$ cat src/design/aqaz_pkg.sv
// Functional notes
// - Masked write of one to the auto-zero bit starts the offset calibration.
// - Done flag rises after 3352 rising edges of the slow die-link clock.
// - Writing one to the done flag clears it.
// - On completion the four 11-bit per-gain offset results are updated and readable.
// - Each voltage channel holds hot and cold trim deltas, read as signed values.
package aqaz_pkg;
  // Register indices; byte address is four times the index
  localparam logic [7:0] IDX_VPIN = 8'h4B;
  localparam logic [7:0] IDX_TPIN = 8'h4C;
  localparam logic [7:0] IDX_ACQUISITION_CONTROL = 8'h58;
  localparam logic [7:0] IDX_ACQ_STAT = 8'h5A;
  localparam logic [7:0] IDX_CHAIN_UP = 8'h5C;
  localparam logic [7:0] IDX_CHAIN_LO = 8'h5E;
  localparam logic [7:0] IDX_DEC = 8'h60;
  localparam logic [7:0] IDX_BGC = 8'h61;
  localparam logic [7:0] IDX_GAIN = 8'h62;
  localparam logic [7:0] IDX_GTHR = 8'h63;
  localparam logic [7:0] IDX_ITEMP = 8'h64;
  localparam logic [7:0] IDX_ETEMP = 8'h66;
  localparam logic [7:0] IDX_CURR_UP = 8'h68;
  localparam logic [7:0] IDX_CURR_LO = 8'h6A;
  localparam logic [7:0] IDX_VOLT = 8'h6C;
  localparam logic [7:0] IDX_LPFC = 8'h6E;
  localparam logic [7:0] IDX_COMP = 8'hA0;
  localparam logic [7:0] IDX_AZRES0 = 8'hA2;
  localparam logic [7:0] IDX_TRIM0 = 8'hA8;
  // Field layout
  localparam int MASK_SHIFT = 8;
  localparam int COMP_AZ_BIT = 0;
  localparam int COMP_DONE_BIT = 7;
  localparam int COLD_SHIFT = 8;
  localparam logic [7:0] TPIN_VMASK = 8'h1F;
  localparam logic [7:0] ACQUISITION_CONTROL_VMASK = 8'hBF;
  localparam logic [7:0] CHAIN_LO_VMASK = 8'h80;
  localparam logic [7:0] GAIN_VMASK = 8'hFE;
  localparam logic [7:0] DEC_VMASK = 8'h07;
  localparam logic [7:0] LPFC_VMASK = 8'h0F;
  localparam logic [7:0] COMP_VMASK = 8'h01;
  localparam int NUM_GAINS = 4;
  localparam int AZ_RES_W = 11;
  localparam int NUM_VCHAN = 5;
  localparam int TRIM_W = 5;
  localparam int CURR_W = 24;
  // Reset values
  localparam logic [7:0] RST_BYTE = 8'h00;
  localparam logic [31:0] RST_WORD = 32'h00000000;
  // AHB encodings
  localparam int HTRANS_ACTIVE_BIT = 1;
  localparam logic [1:0] HRESP_OKAY = 2'h0;
  // Auto-zero timing, counted on the slow die-link clock
  localparam int AZ_SLOW_CLK_KHZ = 512;
  localparam int AZ_SLOW_CYCLES = 3352;
  localparam int AZ_TIME_US_NOMINAL = (AZ_SLOW_CYCLES * 1000) / AZ_SLOW_CLK_KHZ;
  // Sequencer states
  typedef enum logic [2:0] {
    AQAZ_IDLE = 3'b001,
    AQAZ_RUN = 3'b010,
    AQAZ_HOLD = 3'b100
  } aqaz_seq_state_type;
endpackage

$ cat src/design/aqaz_seq.sv
`timescale 1ns/1ps
module aqaz_seq
  import aqaz_pkg::*;
#(
  parameter int CYCLES = AZ_SLOW_CYCLES
)(
  input wire logic hclk,
  input wire logic hresetn,
  input wire logic ce,
  input wire logic die_link_slow_clock,
  input wire logic autozero_request,
  output logic running,
  output logic done_pulse
);
  localparam int CNT_W = $clog2(CYCLES + 1);
  localparam logic [CNT_W-1:0] CNT_LAST = CNT_W'(CYCLES - 1);
  localparam logic [CNT_W-1:0] CNT_ZERO = '0;

  aqaz_seq_state_type state_q;
  logic [CNT_W-1:0] cnt_q;
  logic slow_q;
  logic tick;

  // Slow clock is synchronous to hclk, so a plain edge detect suffices
  assign tick = die_link_slow_clock & ~slow_q;
  assign running = (state_q == AQAZ_RUN);

  always_ff @(posedge hclk or negedge hresetn)
  begin
    if (!hresetn)
      slow_q <= 1'b0;
    else if (ce)
      slow_q <= die_link_slow_clock;
  end

  // Run while requested; hold after done until software drops the request
  always_ff @(posedge hclk or negedge hresetn)
  begin
    if (!hresetn)
    begin
      state_q <= AQAZ_IDLE;
      cnt_q <= CNT_ZERO;
      done_pulse <= 1'b0;
    end
    else if (ce)
    begin
      done_pulse <= 1'b0;
      unique case (state_q)
        AQAZ_IDLE:
        begin
          cnt_q <= CNT_ZERO;
          if (autozero_request)
            state_q <= AQAZ_RUN;
        end
        AQAZ_RUN:
        begin
          if (!autozero_request)
            state_q <= AQAZ_IDLE;
          else if (tick && cnt_q == CNT_LAST)
          begin
            state_q <= AQAZ_HOLD;
            done_pulse <= 1'b1;
          end
          else if (tick)
            cnt_q <= cnt_q + 1'b1;
        end
        AQAZ_HOLD:
        begin
          cnt_q <= CNT_ZERO;
          if (!autozero_request)
            state_q <= AQAZ_IDLE;
        end
        default:
          state_q <= AQAZ_IDLE;
      endcase
    end
  end
endmodule // aqaz_seq

$ cat src/design/aqaz_ctrl.sv
`timescale 1ns/1ps
module aqaz_ctrl
  import aqaz_pkg::*;
#(
  parameter int AZ_CYCLES = AZ_SLOW_CYCLES
)(
  input wire logic hclk,
  input wire logic hresetn,
  input wire logic ce,
  input wire logic hsel,
  input wire logic [31:0] haddr,
  input wire logic [1:0] htrans,
  input wire logic hwrite,
  input wire logic [2:0] hsize,
  input wire logic [31:0] hwdata,
  input wire logic hready,
  output logic hreadyout,
  output logic [1:0] hresp,
  output logic [31:0] hrdata,
  input wire logic die_link_slow_clock,
  input wire logic [7:0] meas_event,
  input wire logic [4:0] meas_level,
  input wire logic [15:0] itemp_in,
  input wire logic [15:0] etemp_in,
  input wire logic [23:0] current_in,
  input wire logic [15:0] voltage_in,
  input wire logic [43:0] fe_offset_code,
  output logic [7:0] vsense_pin_cfg,
  output logic [7:0] tsense_pin_cfg,
  output logic [7:0] acq_enable,
  output logic [7:0] chain_enable,
  output logic chain_zero,
  output logic [2:0] decimation_select,
  output logic [7:0] gain_cfg,
  output logic [7:0] gain_threshold,
  output logic [3:0] filter_count,
  output logic autozero_run
);
  // Masked byte update: only bits whose mask bit is one take new data
  function automatic logic [7:0] masked_upd(input logic [7:0] cur, input logic [15:0] wd,
                                            input logic [7:0] vmask);
    logic [7:0] m;
    m = wd[15:8] & vmask;
    masked_upd = (cur & ~m) | (wd[7:0] & m);
  endfunction

  function automatic logic [7:0] sext5(input logic [TRIM_W-1:0] v);
    sext5 = {{(8-TRIM_W){v[TRIM_W-1]}}, v};
  endfunction

  logic pend_q;
  logic pend_wr_q;
  logic [7:0] pend_idx_q;
  logic accept;
  logic wr_en;
  logic [7:0] wr_idx;
  logic [31:0] rd_mux;
  logic [7:0] vpin_q;
  logic [7:0] tpin_q;
  logic [7:0] acquisition_control_q;
  logic [7:0] stat_flags_q;
  logic [7:0] chain_up_q;
  logic [7:0] chain_lo_q;
  logic [7:0] dec_q;
  logic [7:0] gain_q;
  logic [7:0] gthr_q;
  logic [7:0] lpfc_q;
  logic [7:0] comp_q;
  logic done_flag_q;
  logic [AZ_RES_W-1:0] az_res_q [NUM_GAINS];
  logic [TRIM_W-1:0] trim_hot_q [NUM_VCHAN];
  logic [TRIM_W-1:0] trim_cold_q [NUM_VCHAN];
  logic [15:0] itemp_q;
  logic [15:0] etemp_q;
  logic [CURR_W-1:0] curr_q;
  logic [15:0] volt_q;
  logic seq_running;
  logic seq_done;

  // One wait state on every transfer so reads always see prior writes
  assign accept = hsel & htrans[HTRANS_ACTIVE_BIT] & hready & hreadyout;
  assign wr_en = pend_q & pend_wr_q;
  assign wr_idx = pend_idx_q;

  always_ff @(posedge hclk or negedge hresetn)
  begin
    if (!hresetn)
    begin
      pend_q <= 1'b0;
      pend_wr_q <= 1'b0;
      pend_idx_q <= RST_BYTE;
      hreadyout <= 1'b1;
      hresp <= HRESP_OKAY;
      hrdata <= RST_WORD;
    end
    else if (ce)
    begin
      hresp <= HRESP_OKAY;
      if (accept)
      begin
        pend_q <= 1'b1;
        pend_wr_q <= hwrite;
        pend_idx_q <= haddr[9:2];
        hreadyout <= 1'b0;
      end
      else if (pend_q)
      begin
        pend_q <= 1'b0;
        hreadyout <= 1'b1;
        if (!pend_wr_q)
          hrdata <= rd_mux;
      end
    end
  end

  // Pin configuration and plain control registers
  always_ff @(posedge hclk or negedge hresetn)
  begin
    if (!hresetn)
    begin
      vpin_q <= RST_BYTE;
      tpin_q <= RST_BYTE;
      dec_q <= RST_BYTE;
      gain_q <= RST_BYTE;
      gthr_q <= RST_BYTE;
      lpfc_q <= RST_BYTE;
    end
    else if (ce && wr_en)
    begin
      if (wr_idx == IDX_VPIN)
        vpin_q <= hwdata[7:0];
      if (wr_idx == IDX_TPIN)
        tpin_q <= hwdata[7:0] & TPIN_VMASK;
      if (wr_idx == IDX_DEC)
        dec_q <= hwdata[7:0] & DEC_VMASK;
      if (wr_idx == IDX_GAIN)
        gain_q <= hwdata[7:0] & GAIN_VMASK;
      if (wr_idx == IDX_GTHR)
        gthr_q <= hwdata[7:0];
      if (wr_idx == IDX_LPFC)
        lpfc_q <= hwdata[7:0] & LPFC_VMASK;
    end
  end

  // Masked control registers: upper byte is the write mask
  always_ff @(posedge hclk or negedge hresetn)
  begin
    if (!hresetn)
    begin
      acquisition_control_q <= RST_BYTE;
      chain_up_q <= RST_BYTE;
      chain_lo_q <= RST_BYTE;
      comp_q <= RST_BYTE;
    end
    else if (ce && wr_en)
    begin
      if (wr_idx == IDX_ACQUISITION_CONTROL)
        acquisition_control_q <= masked_upd(acquisition_control_q, hwdata[15:0], ACQUISITION_CONTROL_VMASK);
      if (wr_idx == IDX_CHAIN_UP)
        chain_up_q <= masked_upd(chain_up_q, hwdata[15:0], 8'hFF);
      if (wr_idx == IDX_CHAIN_LO)
        chain_lo_q <= masked_upd(chain_lo_q, hwdata[15:0], CHAIN_LO_VMASK);
      if (wr_idx == IDX_COMP)
        comp_q <= masked_upd(comp_q, hwdata[15:0], COMP_VMASK);
    end
  end

  // Acquisition event flags; a new event wins over a same-cycle clear
  always_ff @(posedge hclk or negedge hresetn)
  begin
    if (!hresetn)
      stat_flags_q <= RST_BYTE;
    else if (ce)
    begin
      if (wr_en && wr_idx == IDX_ACQ_STAT)
        stat_flags_q <= (stat_flags_q & ~hwdata[15:8]) | meas_event;
      else
        stat_flags_q <= stat_flags_q | meas_event;
    end
  end

  // Done flag: set by the sequencer, write one clears, set wins
  always_ff @(posedge hclk or negedge hresetn)
  begin
    if (!hresetn)
      done_flag_q <= 1'b0;
    else if (ce)
    begin
      if (seq_done)
        done_flag_q <= 1'b1;
      else if (wr_en && wr_idx == IDX_COMP && hwdata[COMP_DONE_BIT])
        done_flag_q <= 1'b0;
    end
  end

  // Per-gain offset results are captured from the front end at completion
  always_ff @(posedge hclk or negedge hresetn)
  begin
    if (!hresetn)
    begin
      for (int g = 0; g < NUM_GAINS; g++)
        az_res_q[g] <= '0;
    end
    else if (ce && seq_done)
    begin
      for (int g = 0; g < NUM_GAINS; g++)
        az_res_q[g] <= fe_offset_code[g*AZ_RES_W +: AZ_RES_W];
    end
  end

  // Trim deltas per voltage channel, hot in low field, cold in upper field
  always_ff @(posedge hclk or negedge hresetn)
  begin
    if (!hresetn)
    begin
      for (int c = 0; c < NUM_VCHAN; c++)
      begin
        trim_hot_q[c] <= '0;
        trim_cold_q[c] <= '0;
      end
    end
    else if (ce && wr_en)
    begin
      for (int c = 0; c < NUM_VCHAN; c++)
      begin
        if (wr_idx == IDX_TRIM0 + 8'(c))
        begin
          trim_hot_q[c] <= hwdata[TRIM_W-1:0];
          trim_cold_q[c] <= hwdata[COLD_SHIFT +: TRIM_W];
        end
      end
    end
  end

  // Results sampled every enabled cycle so a read sees a coherent word
  always_ff @(posedge hclk or negedge hresetn)
  begin
    if (!hresetn)
    begin
      itemp_q <= '0;
      etemp_q <= '0;
      curr_q <= '0;
      volt_q <= '0;
    end
    else if (ce)
    begin
      itemp_q <= itemp_in;
      etemp_q <= etemp_in;
      curr_q <= current_in;
      volt_q <= voltage_in;
    end
  end

  // Read mux; unmapped and reserved locations read as zero
  always_comb
  begin
    rd_mux = RST_WORD;
    unique case (pend_idx_q)
      IDX_VPIN: rd_mux[7:0] = vpin_q;
      IDX_TPIN: rd_mux[7:0] = tpin_q;
      IDX_ACQUISITION_CONTROL: rd_mux[7:0] = acquisition_control_q;
      IDX_ACQ_STAT: rd_mux[15:0] = {stat_flags_q, 3'b000, meas_level};
      IDX_CHAIN_UP: rd_mux[7:0] = chain_up_q;
      IDX_CHAIN_LO: rd_mux[7:0] = chain_lo_q;
      IDX_DEC: rd_mux[7:0] = dec_q;
      IDX_BGC: rd_mux = RST_WORD;
      IDX_GAIN: rd_mux[7:0] = gain_q;
      IDX_GTHR: rd_mux[7:0] = gthr_q;
      IDX_ITEMP: rd_mux[15:0] = itemp_q;
      IDX_ETEMP: rd_mux[15:0] = etemp_q;
      IDX_CURR_UP: rd_mux[7:0] = curr_q[23:16];
      IDX_CURR_LO: rd_mux[15:0] = curr_q[15:0];
      IDX_VOLT: rd_mux[15:0] = volt_q;
      IDX_LPFC: rd_mux[7:0] = lpfc_q;
      IDX_COMP:
      begin
        rd_mux[COMP_AZ_BIT] = comp_q[COMP_AZ_BIT];
        rd_mux[COMP_DONE_BIT] = done_flag_q;
      end
      default:
      begin
        for (int g = 0; g < NUM_GAINS; g++)
          if (pend_idx_q == IDX_AZRES0 + 8'(g))
            rd_mux[AZ_RES_W-1:0] = az_res_q[g];
        for (int c = 0; c < NUM_VCHAN; c++)
          if (pend_idx_q == IDX_TRIM0 + 8'(c))
            rd_mux[15:0] = {sext5(trim_cold_q[c]), sext5(trim_hot_q[c])};
      end
    endcase
  end

  // Outputs to the analog front end, all from flops
  always_ff @(posedge hclk or negedge hresetn)
  begin
    if (!hresetn)
    begin
      vsense_pin_cfg <= RST_BYTE;
      tsense_pin_cfg <= RST_BYTE;
      acq_enable <= RST_BYTE;
      chain_enable <= RST_BYTE;
      chain_zero <= 1'b0;
      decimation_select <= '0;
      gain_cfg <= RST_BYTE;
      gain_threshold <= RST_BYTE;
      filter_count <= '0;
      autozero_run <= 1'b0;
    end
    else if (ce)
    begin
      vsense_pin_cfg <= vpin_q;
      tsense_pin_cfg <= tpin_q;
      acq_enable <= acquisition_control_q;
      chain_enable <= chain_up_q;
      chain_zero <= chain_lo_q[7];
      decimation_select <= dec_q[2:0];
      gain_cfg <= gain_q;
      gain_threshold <= gthr_q;
      filter_count <= lpfc_q[3:0];
      autozero_run <= seq_running;
    end
  end

  // Calibration timer on the slow die-link clock
  aqaz_seq #(
    .CYCLES(AZ_CYCLES)
  ) u_seq (
    .hclk(hclk),
    .hresetn(hresetn),
    .ce(ce),
    .die_link_slow_clock(die_link_slow_clock),
    .autozero_request(comp_q[COMP_AZ_BIT]),
    .running(seq_running),
    .done_pulse(seq_done)
  );

  logic unused_ok;
  assign unused_ok = ^{haddr[31:10], haddr[1:0], hsize, hwdata[31:16], htrans[0]};
endmodule // aqaz_ctrl

$ cat config.mk
export PLATFORM = sky130hd
export DESIGN_NAME = aqaz_ctrl
export DESIGN_NICKNAME = d
export VERILOG_FILES = /design/src/design/aqaz_pkg.sv /design/src/design/aqaz_seq.sv /design/src/design/aqaz_ctrl.sv
export SDC_FILE = /design/constraint.sdc
export NUM_CORES = 1
export LEC_CHECK = 0
export ABC_AREA = 1
export ABC_CLOCK_PERIOD_IN_PS = 2600
export BUFFER_PORTS_ARGS = -buffer_cell sky130_fd_sc_hd__buf_4
export CAP_MARGIN = 40
export CORE_MARGIN = 1
export CORE_UTILIZATION = 50
export CTS_CLUSTER_SIZE = 20
export DETAILED_ROUTE_END_ITERATION = 6
export PLACE_DENSITY = 0.74
export SLEW_MARGIN = 20
export SYNTH_ARGS = -nofsm -noshare
export SYNTH_HDL_FRONTEND = slang
export SYNTH_SLANG_ARGS = --single-unit
export TNS_END_PERCENT = 5
$ cat constraint.sdc
create_clock -name hclk -period 2.6 [get_ports hclk]
set_input_delay 0.52 -clock hclk [delete_from_list [all_inputs] [get_ports hclk]]
set_output_delay 0.52 -clock hclk [all_outputs]
set_load 0.02 [all_outputs]
==> metrics, run 1 <==
asr flop ratio synth 100%; postcts setup bufs 0; Final Hold Fails 0; count leader, synth nand2_1; Multi-input gate area approximately 0.0057 sq mm; setup TNS 0 ns; clock period minus final worst setup slack approximately 2.2 ns; Hold Path Class in -> reg; worst skew pair latency ~0.54 ns; core occupancy in the finished layout 62.9%; H-Tree Depth 2; Net count, final roughly 2200; Largest delay share family, worst path simple AND/OR/NAND/NOR gates; #FFs+latches synth about 320; Hold Slack 0.181 ns; Max-Cap Viols 0; remaining global-route overflow 0; fmax 450 MHz; CP required about 3.1 ns; Area growth syn-to-layout 23.2%; WL final 43.3 mm; crit-path max cell delay ~0.43 ns; sequential-to-total area share from yosys stat 55.0%; number of global-route vias before repair between 10000 and 15000; Internal slightly below 0.009 W; Setup Crit Path Kind reg -> reg; RSZ-0062 raised after global routing no; CP endpoint kind flop; final antenna-violating net count 0; TritonRoute pass-1 iters 5; Seq pwr share between 40% and 50%; Critical Path AT 2.69 ns; Netlist Area Pre-Place between 0.01 and 0.015 sq mm; CP max stage cell dfrtp_1; Max-Slew Margin vs Limit 48.3%; fillers 2484; number of synthesized flops with an enable pin 0; Buffers on Ports 229; clock share of power between 40% and 50%; Post-synth top cells 656 x nand2_1, 321 x dfrtp_1, 175 x o21ai_0; post-synthesis cell count 1782; first-pass GRT wire length 67.3 mm; Die X between 150 and 200 um; maximum vdd drop approximately 0.50 mV; Mean Syn Cell Area 8.25 sq um; maximum fanout along the worst path 7; # rows 62; critical-path cell list nor2_1 -> nand2_1 -> nor2_2 -> nand2_1 -> o21ai_0 -> nor2_1 -> nand2_1 -> nor2_1 -> a21oi_1 -> nand2_1 -> nand2_1; P per Cell Area between 600 and 700 mW/mm^2; synth warn 0; average wire per standard cell roughly 18 um; initial antenna violation count 0; CP Buf/Inv Count 0; CTS Buf Count 37; Clock Skew just under 0.03 ns; Die Span Y between 150 and 200 um; worst-case clock buffer depth 3; CTS tree done; top cell type's share of synthesized area 54.7%; Worst Setup Start Kind flop; via/cell ratio 5.41; Final period util between 80% and 90%; die area around 0.03 sq mm; status complete, no violations; final setup vio count 0; gr usage total 28.8%; Slew Viols, Final 0; combinational power share under 10%; actual slew at the worst max-slew pin 0.775 ns; Setup WS pre-CTS 0.323 ns; RePlAce Congestion about 0.94; clk sink count between 300 and 400; vias around 13000; Starting Density 51.1%; Synth area leader dfrtp_1; Post-route DRC 0; n_diodes 0; sequential standard cell area around 0.008 sq mm; sw frac between 20 and 25%; leading post-synthesis cells by cell area dfrtp_1 55%, nand2_1 17%, o21ai_0 6.0%, nor2_1 3.1%, inv_1 2.9%; core area about 0.029 sq mm; CTS resizes 0; CTS Root Cell clkbuf_16; I/O Pins around 300; most frequent CP cell nand2_1; Yosys cell types 35; share of layout cells above drive strength 1 around a fifth; Sw Pwr 0.00288 W; final worst-path setup slack 0.378 ns; Final HPWL DP 31.6 mm; pin count of the biggest net entering global routing 81; Static Leak approximately 9.4 nW; clock-pin slew on the worst setup and hold paths roughly 0.060 ns; Top FF cell, synth dfrtp_1; 1st-iter DRT viols between 1000 and 1500
worst min-delay path: stages:
cell,delay [ns]
buf_4,0.08
nand2_1,0.04
nand2_1,0.05
state kept, by name, summed over array words and instances, names as in the netlist, 12 cells and up, named ones only:
register / count
volt_q: 16
etemp_q: 16
u_seq.cnt_q: 12
itemp_q: 16
az_res_q: 44
trim_cold_q: 25
hrdata: 16
curr_q: 24
trim_hot_q: 25
worst paths after layout:
path                                 from              to  slack (ns)  depth (start not counted)
setup reg to reg            pend_idx_q[0]       hrdata[7]        0.38                         11
setup / recovery            pend_idx_q[0]       hrdata[7]        0.38                         11
hold reg to reg                volt_q[10]      volt_q[10]        0.47                          2
min in group asynchronous         hresetn    az_res_q[28]        0.57                          2
max in group asynchronous         hresetn  trim_hot_q[24]        1.25                          3
hold / removal             current_in[23]      curr_q[23]        0.18                          3
power groups by stage:
stage | combinational, W | clock [W] | sequential [W]
finish | 0.000959 | 0.00535 | 0.00534
global placement | 0.000928 | 0 | 0.00542
detailed placement | 0.000957 | 0 | 0.00543
global route | 0.00108 | 0.00561 | 0.00536
CTS | 0.000963 | 0.00540 | 0.00534
floorplan | 0.000497 | 0 | 0.00541
placed cells by master (no fill, tap or decap), types with 11 or more instances in the layout:
cell	count
a31oi_1	13
o21ai_0	175
nand2_1	655
nor2_1	120
inv_1	114
conb_1	23
nand2_2	11
nor2_2	12
nand4_1	37
inv_2	14
nor3_1	15
clkbuf_16	37
a21oi_1	40
o22ai_1	12
dfrtp_1	321
buf_4	256
nand3_1	75
mux2_2	36
what timing repair did:
action / in CTS / in global routing
setup endpoints to repair: 0 / 0
hold buffers: 1 / 0
hold endpoints to repair: 38 / 0
layout make-up:
type | instances | area share, %
flip-flops and latches | 323 | 44.7
repair buffers | 263 | 11.3
clock inverters | 18 | 1.30
inverters | 128 | 2.65
multi-input cells | 1260 | 31.7
well taps | 384 | 2.65
clock buffers | 49 | 5.70
metal layers:
metal | wire (um) | part of all wire (%) | vias up | global-route usage, %
met5 | 0 | 0 | - | 0
met1 | 18400 | 42 | 6229 | 40.9
li1 | - | - | 6133 | -
met3 | 4400 | 10 | 89 | 6.67
met2 | 19200 | 44 | 668 | 43.5
met4 | 1390 | 3.2 | 0 | 9.92
cells by family (layout without fill, tap and decap cells):
group / Yosys count / in the layout / share of synthesized area [%]
compound gates: 251 / 251 / 8.95
simple gates: 947 / 947 / 26.5
buf+inv: 221 / 458 / 6.51
fa+ha+maj: 1 / 1 / 0.0851
mux: 36 / 36 / 2.76
xor+xnor: 2 / 2 / 0.119
other cells: 1 / 23 / 0.0255
flops: 323 / 323 / 55.0
through the flow:
stage	instances	cell area (sq um)	total power, W
after global placement	2356	16800	0.00635
final	2425	18100	0.0117
after global routing	2425	18100	0.0120
after detailed placement	2357	16800	0.00639
after floorplan	1804	14800	0.00591
after CTS	2425	18100	0.0117
Power figures use the tool's default switching activity.
==> run 2: changes to the inputs <==
--- a/config.mk
+++ b/config.mk
@@ -9,7 +9,7 @@
 export ABC_CLOCK_PERIOD_IN_PS = 2600
 export BUFFER_PORTS_ARGS = -buffer_cell sky130_fd_sc_hd__buf_4
 export CAP_MARGIN = 40
-export CORE_MARGIN = 1
+export CORE_MARGIN = 2
 export CORE_UTILIZATION = 50
 export CTS_CLUSTER_SIZE = 20
 export DETAILED_ROUTE_END_ITERATION = 6
==> metrics, run 2 (same netlist as run 1, synthesis figures left out) <==
Area growth syn-to-layout 22.3%; 1st-iter DRT viols around 1600; CP max stage cell o22ai_1; critical-path cell list inv_2 -> nand2_1 -> nor2_2 -> nand2_1 -> o22ai_1 -> a21oi_1 -> nand3_1 -> o21ai_0 -> nand2_1; combinational power share between 8 and 9%; Multi-input gate area between 0.005 and 0.006 sq mm; fillers approximately 2500; Static Leak 9.30 nW; vias between 10000 and 15000; most frequent CP cell nand2_1; gr usage total 28.3%; Internal between 0.008 and 0.009 W; reg-to-reg startpoint pend_idx_q[0]; Hold Path Class in -> reg; Largest delay share family, worst path simple AND/OR/NAND/NOR gates; worst r2r path cells 9; commonest non-fill, non-tap cell in the layout nand2_1; Buffers on Ports approximately 230; Net count, final between 2000 and 2500; initial antenna violation count 1; most frequent cells in the layout 655 x nand2_1, 321 x dfrtp_1, 249 x buf_4, 175 x o21ai_0, 120 x nor2_1; clock share of power 44.4%; max FFs per register 44; Clock Skew approximately 0.015 ns; Hold Slack roughly 0.2 ns; RePlAce Congestion 0.955; Die Span Y about 180 um; Crit. path cell count 9; Critical Path Source pend_idx_q[0]; clk sink count between 300 and 400; I/O Pins between 200 and 300; top flop regs az_res_q x44, trim_cold_q x25, trim_hot_q x25; number of global-route vias before repair approximately 12000; Final period util between 80% and 90%; Die X 175 um; n_diodes 0; remaining global-route overflow 0; Worst Setup EP hrdata[12]; Seq pwr share a little under half; H-Tree Depth 2; maximum vdd drop 0.375 mV; Max-Slew Margin vs Limit a little under three fifths; worst flop-to-flop path endpoint hrdata[12]; via/cell ratio around 5.4; worst skew pair latency 0.51 ns; CP Buf/Inv Count 1; core area 0.0289 sq mm; setup TNS 0 ns; # rows 62; Sw Pwr ~0.0028 W; Post-route DRC 0; Final Hold Fails 0; RSZ-0062 raised after global routing no; CP endpoint kind flop; P per Cell Area around 630 mW/mm^2; maximum fanout along the worst path 12; CTS Root Cell clkbuf_16; pin count of the biggest net entering global routing 116; status complete, no violations; Slew Viols, Final 0; CP required 3.05 ns; Final HPWL DP ~32 mm; average wire per standard cell approximately 18 um; clock-pin slew on the worst setup and hold paths ~0.060 ns; actual slew at the worst max-slew pin about 0.65 ns; sequential standard cell area around 0.008 sq mm; Worst Setup Start Kind flop; sw frac between 20% and 30%; Max-Cap Viols 0; Critical Path AT ~2.8 ns; worst-case clock buffer depth 3; Setup Crit Path Kind reg -> reg; first-pass GRT wire length ~68 mm; flop-to-flop setup slack between 0.2 and 0.3 ns; final antenna-violating net count 0; Starting Density about half; final setup vio count 0; CTS Buf Count 35; clock period minus final worst setup slack approximately 2.3 ns; die area ~0.03 sq mm; fmax about 430 MHz; Biggest register az_res_q; TritonRoute pass-1 iters 7; CTS tree done; share of layout cells above drive strength 1 19.6%; crit-path max cell delay ~0.61 ns; WL final 43.7 mm; postcts setup bufs 0; hold depth 3
==> run 2: changes by cell type in the layout (fill, tap and decap cells not counted) <==
cell        previous run  this run
buf_4                256       249
clkbuf_1               6        10
clkinv_2               7         4
clkinv_8               3         0
buf_12                 5         7
bufinv_16              4         3
clkbuf_8               6         5
clkinvlp_4             3         2
inv_6                  1         0
==> run 2: layer usage <==
| metal | track usage (%) | part of all wire (%) |
|---|---|---|
| met5 | 0 | 0.016 |
| met4 | 9.78 | 3.3 |
| met3 | 6.28 | 9.5 |
| met2 | 42.9 | 45 |
| met1 | 40.5 | 42 |
==> run 2: power groups by stage <==
stage	Clock [W]	Sequential (W)	Combinational, W
floorplan	0	0.00541	0.000497
global placement	0	0.00542	0.000935
detailed placement	0	0.00543	0.000967
CTS	0.00509	0.00534	0.000973
global route	0.00529	0.00537	0.00110
finish	0.00504	0.00535	0.000972
==> run 2: worst min path at each step <==
| stage | start | to | slack [ns] |
|---|---|---|---|
| floorplan | hresetn | asynchronous set/reset pin | 0.22 |
| global placement | etemp_q[4] | etemp_q[4] | 0.45 |
| detailed placement | curr_q[1] | curr_q[1] | 0.46 |
| CTS | current_in[18] | curr_q[18] | 0.19 |
| global route | current_in[13] | curr_q[13] | 0.21 |
| finish | current_in[18] | curr_q[18] | 0.20 |
==> run 2: worst reg2reg max path, delay by kind of cell (launching register included) <==
kind | cells | cell delay (ns)
AOI/OAI and AO/OA | 3 | 0.78
and+or+nand+nor | 5 | 0.97
buffers and inverters | 1 | 0.10
DFF | 1 | 0.43
==> run 2: timing repair <==
action,in CTS,in global routing
hold endpoints to repair,54,0
gates resized for setup,0,0
endpoints found under the setup margin,0,0
hold buffers,1,0
==> run 2: metrics by stage <==
step | worst slack [ns] | cells | power [W] | utilization, % | area, sq um
floorplan | 0.928 | 1804 | 0.00591 | - | 14800
global placement | 0.404 | 2350 | 0.00636 | 58.2 | 16800
detailed placement | 0.438 | 2351 | 0.00640 | 58.2 | 16800
CTS | 0.373 | 2413 | 0.0114 | 62.2 | 18000
global route | 0.123 | 2414 | 0.0118 | 62.3 | 18000
finish | 0.269 | 2414 | 0.0114 | 62.3 | 18000
==> run 2: layout make-up <==
cell class / count / share of cell area, %
Clock buffer: 52 / 5.74
Clock inverter: 9 / 0.696
Inverter: 128 / 2.67
Multi-Input combinational cell: 1260 / 31.9
Sequential cell: 323 / 45.0
Tap cell: 384 / 2.67
Timing Repair Buffer: 258 / 11.3
